File: config.mk
export PLATFORM = sky130hd
export DESIGN_NAME = acs_sequencer
export DESIGN_NICKNAME = d
export VERILOG_FILES = /design/src/design/acs_pkg.sv /design/src/design/acs_sequencer.sv
export VERILOG_INCLUDE_DIRS = /design/src /design/src/design
export SDC_FILE = /design/constraint.sdc
export NUM_CORES = 1
export LEC_CHECK = 0
export ABC_AREA = 0
export ABC_CLOCK_PERIOD_IN_PS = 18500
export BUFFER_PORTS_ARGS = -buffer_cell sky130_fd_sc_hd__clkbuf_2
export CAP_MARGIN = 20
export CORE_AREA = 2 2 304 156
export DETAILED_ROUTE_END_ITERATION = 7
export DIE_AREA = 0 0 306 158
export PLACE_DENSITY = 0.76
export SETUP_SLACK_MARGIN = 0.05
export SYNTH_ARGS = -nofsm -noshare
export SYNTH_HDL_FRONTEND = slang
export SYNTH_SLANG_ARGS = --single-unit
File: constraint.sdc
create_clock -name sys_clk -period 18.5 [get_ports sys_clk]
set_input_delay 3.7 -clock sys_clk [delete_from_list [all_inputs] [get_ports sys_clk]]
set_output_delay 3.7 -clock sys_clk [all_outputs]
set_load 0.02 [all_outputs]
File: src/design/acs_defs.svh
// Purpose: Offsets, field positions, reset values and timing counts
// Assumes: 100 MHz sys_clk, APB byte addresses
// Notes:   Definitions only
`ifndef ACS_DEFS_SVH
`define ACS_DEFS_SVH

`define ACS_OFF_SYSCFG     12'h000
`define ACS_OFF_CMD        12'h004
`define ACS_OFF_CHMASK     12'h008
`define ACS_OFF_CHSEL      12'h00c
`define ACS_OFF_PROGDLY    12'h010
`define ACS_OFF_STATUS     12'h014
`define ACS_OFF_RESULT     12'h040
`define ACS_OFF_RESULT_END 12'h07c

`define ACS_SYSCFG_FILTRST 0
`define ACS_SYSCFG_CLKSRC  1
`define ACS_SYSCFG_EXTSTRT 5
`define ACS_SYSCFG_RST     16'h0000

`define ACS_CMD_SS  4'h1
`define ACS_SINGLE_CONTINUOUS_COMMAND  4'h2
`define ACS_MULTI_ONE_PASS_COMMAND  4'h3
`define ACS_MULTI_LOOPING_COMMAND  4'h4
`define ACS_CMD_ABT 4'h5
`define ACS_CMD_END 4'h6

`define ACS_CLK_NS      10
`define ACS_FIX_DLY_NS  6076
`define ACS_FIX_DLY_CYC ((`ACS_FIX_DLY_NS + `ACS_CLK_NS - 1) / `ACS_CLK_NS)

`endif

File: src/design/acs_pkg.sv
// Purpose: Types shared by the conversion sequencer
// Assumes: Nothing
// Notes:   States are Gray coded along idle, delay, convert
package acs_pkg;
  typedef enum logic [1:0] {
    ACS_IDLE  = 2'b00,
    ACS_DELAY = 2'b01,
    ACS_CONV  = 2'b11
  } acs_state_e;

  typedef enum logic [2:0] {
    ACS_M_NONE = 3'h0,
    ACS_M_SS   = 3'h1,
    ACS_M_SC   = 3'h2,
    ACS_M_MM   = 3'h3,
    ACS_M_MC   = 3'h4
  } acs_mode_e;
endpackage

File: src/design/acs_sequencer.sv
// Purpose: ADC conversion mode sequencer with APB registers
// Assumes: ADC core pulses conv_done with result after conv_start
// Notes:   Command register write stands for the serial command's end
//
// Contract
// - Start disabled: command write starts conversion
// - Start enabled: each start-pulse rising edge starts conversion
// - Start disabled: start-pulse pin ignored
// - Start enable is config bit 5
// - Single continuous repeats selected channel
// - Continuous: new trigger aborts and restarts
// - One-pass: enabled channels 0..15 ascending, idle
// - Looping: mask bits 15:8, channels 0..7, forever
// - Each conversion uses its channel slot
// - Multichannel retrigger restarts at lowest channel
// - Start pulse aborts, restarts last mode
// - Continuous modes stop only by abort or end command
// - Abort discards result, returns idle
// - End finishes conversion, stores, returns idle
// - Data-ready rises when result available
// - Filter reset: first period adds fixed delay
// - Filter reset off: later periods conversion only
// - Clock source bit selects external clock
// - Early revision: pulse only single modes
// - Single shot converts once, returns idle
`timescale 1ns/100ps
`include "acs_defs.svh"
`default_nettype none

module acs_sequencer
  import acs_pkg::*;
#(
  parameter int          NCH        = 16,
  parameter int          RW         = 24,
  parameter bit          EARLY_REV  = 1'b0
) (
  input  wire logic          sys_clk,        // System clock
  input  wire logic          reset,          // Async reset, high
  input  wire logic          psel,           // APB select
  input  wire logic          penable,        // APB enable
  input  wire logic          pwrite,         // APB direction
  input  wire logic [11:0]   paddr,          // APB byte address
  input  wire logic [31:0]   pwdata,         // APB write data
  output logic [31:0]        prdata,         // APB read data
  output logic               pready,         // APB ready
  output logic               pslverr,        // APB error
  input  wire logic          start_pulse,    // Start-pulse pin
  output logic               data_ready_output, // Result available
  output logic               clock_source_select, // 1: external clock
  output logic               conv_start,     // Start ADC conversion
  output logic               conv_abort,     // Abort ADC conversion
  output logic [3:0]         conv_channel,   // Slot for conversion
  input  wire logic          conv_done,      // ADC finished
  input  wire logic [RW-1:0] conv_data       // ADC result
);

  // Lowest enabled channel at or above from; bit 4 marks found
  function automatic logic [4:0] acs_next_chan(input logic [15:0] m,
                                               input logic [4:0]  from);
    logic [4:0] r;
    r = 5'h00;
    for (int i = 15; i >= 0; i--) begin
      if (m[i] && (5'(i) >= from)) begin
        r = {1'b1, 4'(i)};
      end
    end
    return r;
  endfunction

  logic [15:0]   sys_cfg;
  logic [15:0]   channel_enable_mask;
  logic [3:0]    chan_sel;
  logic [23:0]   prog_dly;
  logic [RW-1:0] channel_result_register [NCH];
  acs_state_e    state;
  acs_mode_e     mode;
  logic [23:0]   dly_cnt;
  logic          first_period;
  logic          end_pend;
  logic [2:0]    sync_ff;
  logic          sync_lvl;

  // APB decode
  wire       wr_en    = psel & penable & pwrite;
  wire       setup    = psel & ~penable;
  wire       hit_cfg  = (paddr == `ACS_OFF_SYSCFG);
  wire       hit_cmd  = (paddr == `ACS_OFF_CMD);
  wire       hit_mask = (paddr == `ACS_OFF_CHMASK);
  wire       hit_sel  = (paddr == `ACS_OFF_CHSEL);
  wire       hit_dly  = (paddr == `ACS_OFF_PROGDLY);
  wire       hit_stat = (paddr == `ACS_OFF_STATUS);
  wire       hit_res  = (paddr >= `ACS_OFF_RESULT) &&
                        (paddr <= `ACS_OFF_RESULT_END) &&
                        (paddr[1:0] == 2'b00);
  wire       mapped   = hit_cfg | hit_cmd | hit_mask | hit_sel |
                        hit_dly | hit_stat | hit_res;
  wire [3:0] res_idx  = paddr[5:2];
  wire [3:0] cmd_code = pwdata[3:0];
  wire       cmd_wr   = wr_en & hit_cmd;

  wire       ext_en   = sys_cfg[`ACS_SYSCFG_EXTSTRT];
  wire       filt_rst = sys_cfg[`ACS_SYSCFG_FILTRST];

  wire cmd_conv = cmd_wr & (cmd_code >= `ACS_CMD_SS) &
                  (cmd_code <= `ACS_MULTI_LOOPING_COMMAND);
  wire cmd_abt  = cmd_wr & (cmd_code == `ACS_CMD_ABT);
  wire cmd_end  = cmd_wr & (cmd_code == `ACS_CMD_END);
  wire busy     = (state != ACS_IDLE);

  // Mode a command selects; a start pulse reuses the last one
  wire acs_mode_e new_mode = cmd_conv ? acs_mode_e'(cmd_code[2:0]) : mode;

  // Start-pulse edge on the resynchronised level
  wire sync_stable = (sync_ff[1] == sync_ff[2]);
  wire sync_rise   = sync_stable & sync_ff[2] & ~sync_lvl;
  wire single_mode = (new_mode == ACS_M_SS) | (new_mode == ACS_M_SC);
  wire sync_ok     = ext_en & sync_rise &
                     (single_mode | ~EARLY_REV);

  // Trigger source follows the external start enable
  wire start_go = ext_en ? (sync_ok & (new_mode != ACS_M_NONE))
                         : cmd_conv;
  // Commands with start enabled only arm the mode

  wire multi_new  = (new_mode == ACS_M_MM) | (new_mode == ACS_M_MC);
  wire [15:0] mask_for_new = (new_mode == ACS_M_MC) ?
                             {8'h00, channel_enable_mask[15:8]}
                           : channel_enable_mask;
  wire [4:0] first_ch = acs_next_chan(mask_for_new, 5'h00);
  wire       start_ok = start_go & (~multi_new | first_ch[4]);
  wire [3:0] start_ch = multi_new ? first_ch[3:0] : chan_sel;

  // Following channel after a stored result
  wire [15:0] mask_cur = (mode == ACS_M_MC) ?
                         {8'h00, channel_enable_mask[15:8]}
                       : channel_enable_mask;
  wire [4:0] after_ch  = acs_next_chan(mask_cur,
                                       5'(conv_channel) + 5'h01);
  wire [4:0] wrap_ch   = acs_next_chan(mask_cur, 5'h00);

  // Result write: abort and retrigger take priority over completion
  wire res_we = (state == ACS_CONV) & conv_done & ~cmd_abt &
                ~start_go;

  // Delay before the next conversion of a pass
  wire [23:0] fix_cyc = 24'(`ACS_FIX_DLY_CYC);
  wire [23:0] dly_first = filt_rst ? (fix_cyc + prog_dly)
                                   : prog_dly;
  wire [23:0] dly_later = filt_rst ? prog_dly : 24'h000000;

  logic       cont;
  logic [3:0] cont_ch;
  always_comb begin
    cont    = 1'b0;
    cont_ch = conv_channel;
    case (mode)
      ACS_M_SC: begin
        cont = 1'b1;
      end
      ACS_M_MM: begin
        cont    = after_ch[4];
        cont_ch = after_ch[3:0];
      end
      ACS_M_MC: begin
        cont    = after_ch[4] | wrap_ch[4];
        cont_ch = after_ch[4] ? after_ch[3:0] : wrap_ch[3:0];
      end
      default: begin
        cont = 1'b0;
      end
    endcase
  end
  wire go_on = cont & ~end_pend;

  // Registers written by software
  always_ff @(posedge sys_clk or posedge reset) begin
    if (reset) begin
      sys_cfg             <= `ACS_SYSCFG_RST;
      channel_enable_mask <= 16'h0000;
      chan_sel            <= 4'h0;
      prog_dly            <= 24'h000000;
    end else if (wr_en) begin
      if (hit_cfg) begin
        sys_cfg <= pwdata[15:0];
      end
      if (hit_mask) begin
        channel_enable_mask <= pwdata[15:0];
      end
      if (hit_sel) begin
        chan_sel <= pwdata[3:0];
      end
      if (hit_dly) begin
        prog_dly <= pwdata[23:0];
      end
    end
  end

  assign clock_source_select = sys_cfg[`ACS_SYSCFG_CLKSRC];

  // Three-stage resync; level accepted when stages two and three agree
  always_ff @(posedge sys_clk or posedge reset) begin
    if (reset) begin
      sync_ff  <= 3'b000;
      sync_lvl <= 1'b0;
    end else begin
      sync_ff <= {sync_ff[1:0], start_pulse};
      if (sync_stable) begin
        sync_lvl <= sync_ff[2];
      end
    end
  end

  // Sequencer
  always_ff @(posedge sys_clk or posedge reset) begin
    if (reset) begin
      state        <= ACS_IDLE;
      mode         <= ACS_M_NONE;
      dly_cnt      <= 24'h000000;
      first_period <= 1'b0;
      end_pend     <= 1'b0;
      conv_channel <= 4'h0;
      conv_start   <= 1'b0;
      conv_abort   <= 1'b0;
    end else begin
      conv_start <= 1'b0;
      conv_abort <= 1'b0;
      if (cmd_conv) begin
        mode <= new_mode;
      end
      if (cmd_abt) begin
        state    <= ACS_IDLE;
        end_pend <= 1'b0;
        if (busy) begin
          conv_abort <= 1'b1;
        end
      end else if (start_go) begin
        conv_abort <= busy;
        end_pend   <= 1'b0;
        if (start_ok) begin
          state        <= ACS_DELAY;
          dly_cnt      <= dly_first;
          first_period <= 1'b1;
          conv_channel <= start_ch;
        end else begin
          state <= ACS_IDLE;
        end
      end else begin
        if (cmd_end && busy) begin
          end_pend <= 1'b1;
        end
        case (state)
          ACS_DELAY: begin
            if (dly_cnt == 24'h000000) begin
              state      <= ACS_CONV;
              conv_start <= 1'b1;
            end else begin
              dly_cnt <= dly_cnt - 24'h000001;
            end
          end
          ACS_CONV: begin
            if (conv_done) begin
              first_period <= 1'b0;
              if (go_on) begin
                state        <= ACS_DELAY;
                dly_cnt      <= dly_later;
                conv_channel <= cont_ch;
              end else begin
                state    <= ACS_IDLE;
                end_pend <= 1'b0;
              end
            end
          end
          default: begin
            state <= ACS_IDLE;
          end
        endcase
      end
    end
  end

  // Results per slot and data-ready
  always_ff @(posedge sys_clk or posedge reset) begin
    if (reset) begin
      for (int i = 0; i < NCH; i++) begin
        channel_result_register[i] <= '0;
      end
      data_ready_output <= 1'b0;
    end else begin
      if (res_we) begin
        channel_result_register[conv_channel] <= conv_data;
        data_ready_output <= 1'b1;
      end else if (conv_start) begin
        data_ready_output <= 1'b0;
      end
    end
  end

  // APB read data captured in setup; zero wait state
  wire [31:0] stat_word = {16'h0000, end_pend, first_period, mode,
                           state, data_ready_output, ext_en, 3'b000,
                           conv_channel};
  wire [31:0] rd_mux =
      hit_cfg  ? {16'h0000, sys_cfg} :
      hit_mask ? {16'h0000, channel_enable_mask} :
      hit_sel  ? {28'h0000000, chan_sel} :
      hit_dly  ? {8'h00, prog_dly} :
      hit_stat ? stat_word :
      hit_res  ? 32'(channel_result_register[res_idx]) :
      32'h00000000;

  always_ff @(posedge sys_clk or posedge reset) begin
    if (reset) begin
      prdata <= 32'h00000000;
    end else if (setup) begin
      prdata <= (pwrite ? 32'h00000000 : rd_mux);
    end
  end

  assign pready  = 1'b1;
  assign pslverr = psel & penable & ~mapped;

  // Checks
  a_sync_ignored: assert property (@(posedge sys_clk)
    disable iff (reset)
    (!ext_en && !cmd_wr && sync_rise && state == ACS_IDLE)
      |=> state == ACS_IDLE)
    else $error("start pulse acted while external start off");

  a_cmd_starts: assert property (@(posedge sys_clk)
    disable iff (reset)
    (!ext_en && cmd_wr && (cmd_code == `ACS_CMD_SS))
      |=> state == ACS_DELAY && conv_channel == $past(chan_sel))
    else $error("command did not start conversion");

  a_abort_clean: assert property (@(posedge sys_clk)
    disable iff (reset)
    (cmd_abt && busy) |-> !res_we ##1 (state == ACS_IDLE && conv_abort))
    else $error("abort did not discard and idle");

  a_end_finish: assert property (@(posedge sys_clk)
    disable iff (reset)
    (end_pend && res_we) |=> state == ACS_IDLE && data_ready_output)
    else $error("end command did not finish to idle");

  a_fix_delay: assert property (@(posedge sys_clk)
    disable iff (reset)
    (start_ok && !cmd_abt && filt_rst)
      |=> dly_cnt == fix_cyc + $past(prog_dly))
    else $error("first period lacks fixed delay");

  a_later_conv: assert property (@(posedge sys_clk)
    disable iff (reset)
    (res_we && go_on && !filt_rst) |=> ##1 conv_start)
    else $error("later period not conversion only");

  a_mm_ascend: assert property (@(posedge sys_clk)
    disable iff (reset)
    (res_we && mode == ACS_M_MM && go_on)
      |=> conv_channel > $past(conv_channel))
    else $error("one-pass order not ascending");

  a_loop_stays: assert property (@(posedge sys_clk)
    disable iff (reset)
    (res_we && mode == ACS_M_MC && !end_pend)
      |=> state == ACS_DELAY && conv_channel < 4'h8)
    else $error("looping pass left its channel range");

  a_ready_rise: assert property (@(posedge sys_clk)
    disable iff (reset)
    res_we |=> data_ready_output)
    else $error("data ready not raised on result");

endmodule

`default_nettype wire

==> results.yml <==
timing:
  hold_violations: 0
  slew_headroom: 0.2596
  layout_min_cycle_time_ns: 9.603
  worstMarginPinSlew_ns: 1.108
  tns_ns: 0
  finalCritPeriodShare: 0.5191
  rsz0062_at_grt: "no"
  setup_viol: 0
  fmax_ghz: 0.1041
  fin_skew_ns: 0.02875
  timing.hold.ws_ns: 0.4102
  drv_slew: 0
floorplanning:
  io_pins: 117
  design.core.area_sq_um: 45890
  die_h_microns: 158
  start_util: 0.5520
  die_area_sq_um: 48350
  std_cell_rows: 56
  die_w_microns: 306
worst_setup_path:
  crit_fanout: 28
  crit_arrival_ns: 5.90
  crit_required_ns: 14.80
  crit_type: "in2out"
  end_kind: "primary output"
  cp-start-kind: "primary input"
  cp_num_buf_inv: 4
  crit_path_max_incr_delay_ns: 0.59
  crit_path_cell_trace: "clkbuf_2 > or4_1 > nor4_4 > buf_4 > nand3_1 > nor3_4 > buf_4 > nor4_1 > clkbuf_2"
  cp_slowest_cell: "or4_1"
  cp_top_family: "simple AND/OR/NAND/NOR gates"
global_routing:
  grt_remaining_overflow: 0
  grt_max_degree: 156
  grt_pass1_wl_microns: 105900
  antenna_found_initial: 3
  grt_pass1_vias: 17140
  track_usage: 0.2914
power:
  vdd_drop_max_mv: 0.05799
  combPwrFrac: 0.048
  power.internal_mw: 1.720
  p_leak_nw: 13.31
  p_switching_uw: 519.4
  swShare: 0.2320
  sequentialPowerShare: 0.508
  clkPwrFrac: 0.444
  powerDensity_nw_per_um2: 80.22
clock_tree:
  numClockSinks: 510
  htreeDepth: 2
  cts-root-buf: "clkbuf_16"
  cts_resized: 0
  clk_pin_slew_ns: 0.07
  cts-buffers-inserted: 45
  clkLatencyLatePin_ns: 0.59
  hold_buffers: 0
  cts_buffer_depth: 3
  tritoncts: "yes"
  post_cts_buffers: 0
synthesis:
  synthArstFlopShare: 1.000
  yosysUniqueCellTypes: 85
  synth-seq-cells: 510
  synth_edf_count: 0
  ys_warn_count: 0
  netlist_area_sq_um: 25330
  yosysSeqAreaShare: 0.5038
  synthFlopType: "dfrtp_1"
  netlist_instances: 1913
  postSynthAreaPerCell_sq_um: 13.24
route:
  wl_per_cell_microns: 26.67
  wl_microns: 69190
  drtIter0Drc: 1723
  dr.pass1.iters: 6
  drcViolationCount: 0
  vias: 17250
  viasPerCell: 6.650
  drtAntennaViolNets: 0
place:
  place.gp.congestion: 0.9598
  hpwl_microns: 45460
  io_buffers: 99
final_layout:
  drive_gt1_frac: 0.4125
  syn_to_final_growth_pct: 10.19
  nets: 2032
  mostFrequentLayoutCell: "dfrtp_1"
  ff_latch_area_sq_um: 12760
  multi_input_area_sq_um: 11870
  layout_common_cells: "510 x dfrtp_1, 452 x mux2_2, 120 x mux4_2, 100 x nand2_1, 97 x clkbuf_2"
  nFillCells: 3449
min_path:
  min_path_type: "reg2reg"
run:
  maxCapViolations: 0
run_status:
  status: "finished, final reports clean"
## power by group through the flow
| stage | Combinational, mW | Clock, mW | Sequential (mW) |
|---|---|---|---|
| after global placement | 0.102 | 0 | 1.16 |
| after global routing | 0.119 | 1.06 | 1.14 |
| after detailed placement | 0.106 | 0 | 1.16 |
| final | 0.107 | 0.995 | 1.14 |
| after CTS | 0.106 | 1.01 | 1.14 |
| after floorplan | 0.0741 | 0 | 1.16 |
## stage by stage
step | instance area (sq um) | std cells | worst slack, ns | utilization | power (mW)
after floorplan | 25360 | 1920 | 0.5569 | - | 1.230
after global placement | 26270 | 2505 | 8.950 | 0.5725 | 1.259
after detailed placement | 26270 | 2505 | 8.912 | 0.5725 | 1.264
after CTS | 27820 | 2587 | 8.913 | 0.6062 | 2.254
after global routing | 27910 | 2592 | 8.726 | 0.6081 | 2.313
final | 27910 | 2594 | 8.897 | 0.6082 | 2.239
## final timing paths
check,from,end,slack [ns],depth (start not counted)
worst max-delay path,paddr[9],pslverr,8.90,9
worst min-delay path,sync_ff[0],sync_ff[1],0.41,0
worst max register to register,mode[2],dly_cnt[13],13.43,8
worst min register to register,sync_ff[0],sync_ff[1],0.41,0
max in group asynchronous,reset,channel_enable_mask[1],12.23,6
min in group asynchronous,reset,channel_result_register[327],3.27,2
## cell usage after synthesis, drive strengths merged, types with 6 or more instances
| master | instances | share of area |
|---|---|---|
| a21o | 19 | 0.0056 |
| a22oi | 6 | 0.0018 |
| nand2b | 13 | 0.0032 |
| nor3 | 23 | 0.0047 |
| a222oi | 9 | 0.0036 |
| dfrtp | 510 | 0.50 |
| or4 | 7 | 0.0021 |
| mux2i | 12 | 0.0049 |
| clkbuf | 111 | 0.016 |
| mux4 | 120 | 0.11 |
| nand3b | 8 | 0.0024 |
| nor3b | 6 | 0.0022 |
| a21oi | 63 | 0.012 |
| and2 | 7 | 0.0017 |
| a211oi | 10 | 0.0030 |
| o31ai | 7 | 0.0023 |
| a31oi | 12 | 0.0036 |
| nor2 | 62 | 0.0092 |
| buf | 47 | 0.010 |
| or2 | 8 | 0.0021 |
| inv | 23 | 0.0034 |
| o21ai | 56 | 0.011 |
| and3 | 13 | 0.0032 |
| nand4 | 11 | 0.0027 |
| nor4 | 21 | 0.0058 |
| nor2b | 6 | 0.0015 |
| a221oi | 10 | 0.0035 |
| ha | 9 | 0.0044 |
| xnor2 | 6 | 0.0021 |
| a32oi | 22 | 0.0076 |
| o221ai | 8 | 0.0028 |
| mux2 | 454 | 0.20 |
| o22ai | 18 | 0.0044 |
| nand2 | 100 | 0.015 |
| nand3 | 27 | 0.0053 |
## registers in the layout (all words and copies together), names as in the netlist
| name | count |
|---|---|
| end_pend | 1 |
| mode | 3 |
| channel_enable_mask | 16 |
| conv_abort | 1 |
| state | 2 |
| sys_cfg | 16 |
| first_period | 1 |
| chan_sel | 4 |
| prog_dly | 24 |
| sync_ff | 3 |
| conv_channel | 4 |
| data_ready_output | 1 |
| sync_lvl | 1 |
| dly_cnt | 24 |
| channel_result_register | 384 |
| prdata | 24 |
| conv_start | 1 |
## logic make-up (layout without fill, tap and decap cells)
family | count (synthesis) | after routing | share of synthesized area
buffers and inverters | 182 | 245 | 0.03028
AOI/OAI and AO/OA | 281 | 281 | 0.07557
and+or+nand+nor | 332 | 332 | 0.06826
DFF | 510 | 510 | 0.5038
other | 2 | 11 | 0.0002965
adders and majority gates | 9 | 9 | 0.004445
muxes | 586 | 586 | 0.3135
xor gates and xnor gates | 11 | 11 | 0.003803
## layer usage
metal  track usage  up-vias  share of wire
met2        0.4139      854           0.42
met5             0        -        0.00019
li1              -     7305              -
met4       0.05864        2          0.015
met1        0.4308     8995           0.44
met3        0.1051       93           0.12
## area by class of cell
cell class	count	share of cell area
flip-flops and latches	510	0.4572
multi-input cells	1228	0.4253
clock buffers	61	0.04612
repair buffers	139	0.03111
well taps	609	0.02730
clock inverters	21	0.009234
inverters	24	0.003496
diodes	2	0.0001793
Note: power is estimated with default switching activity, not from simulation.
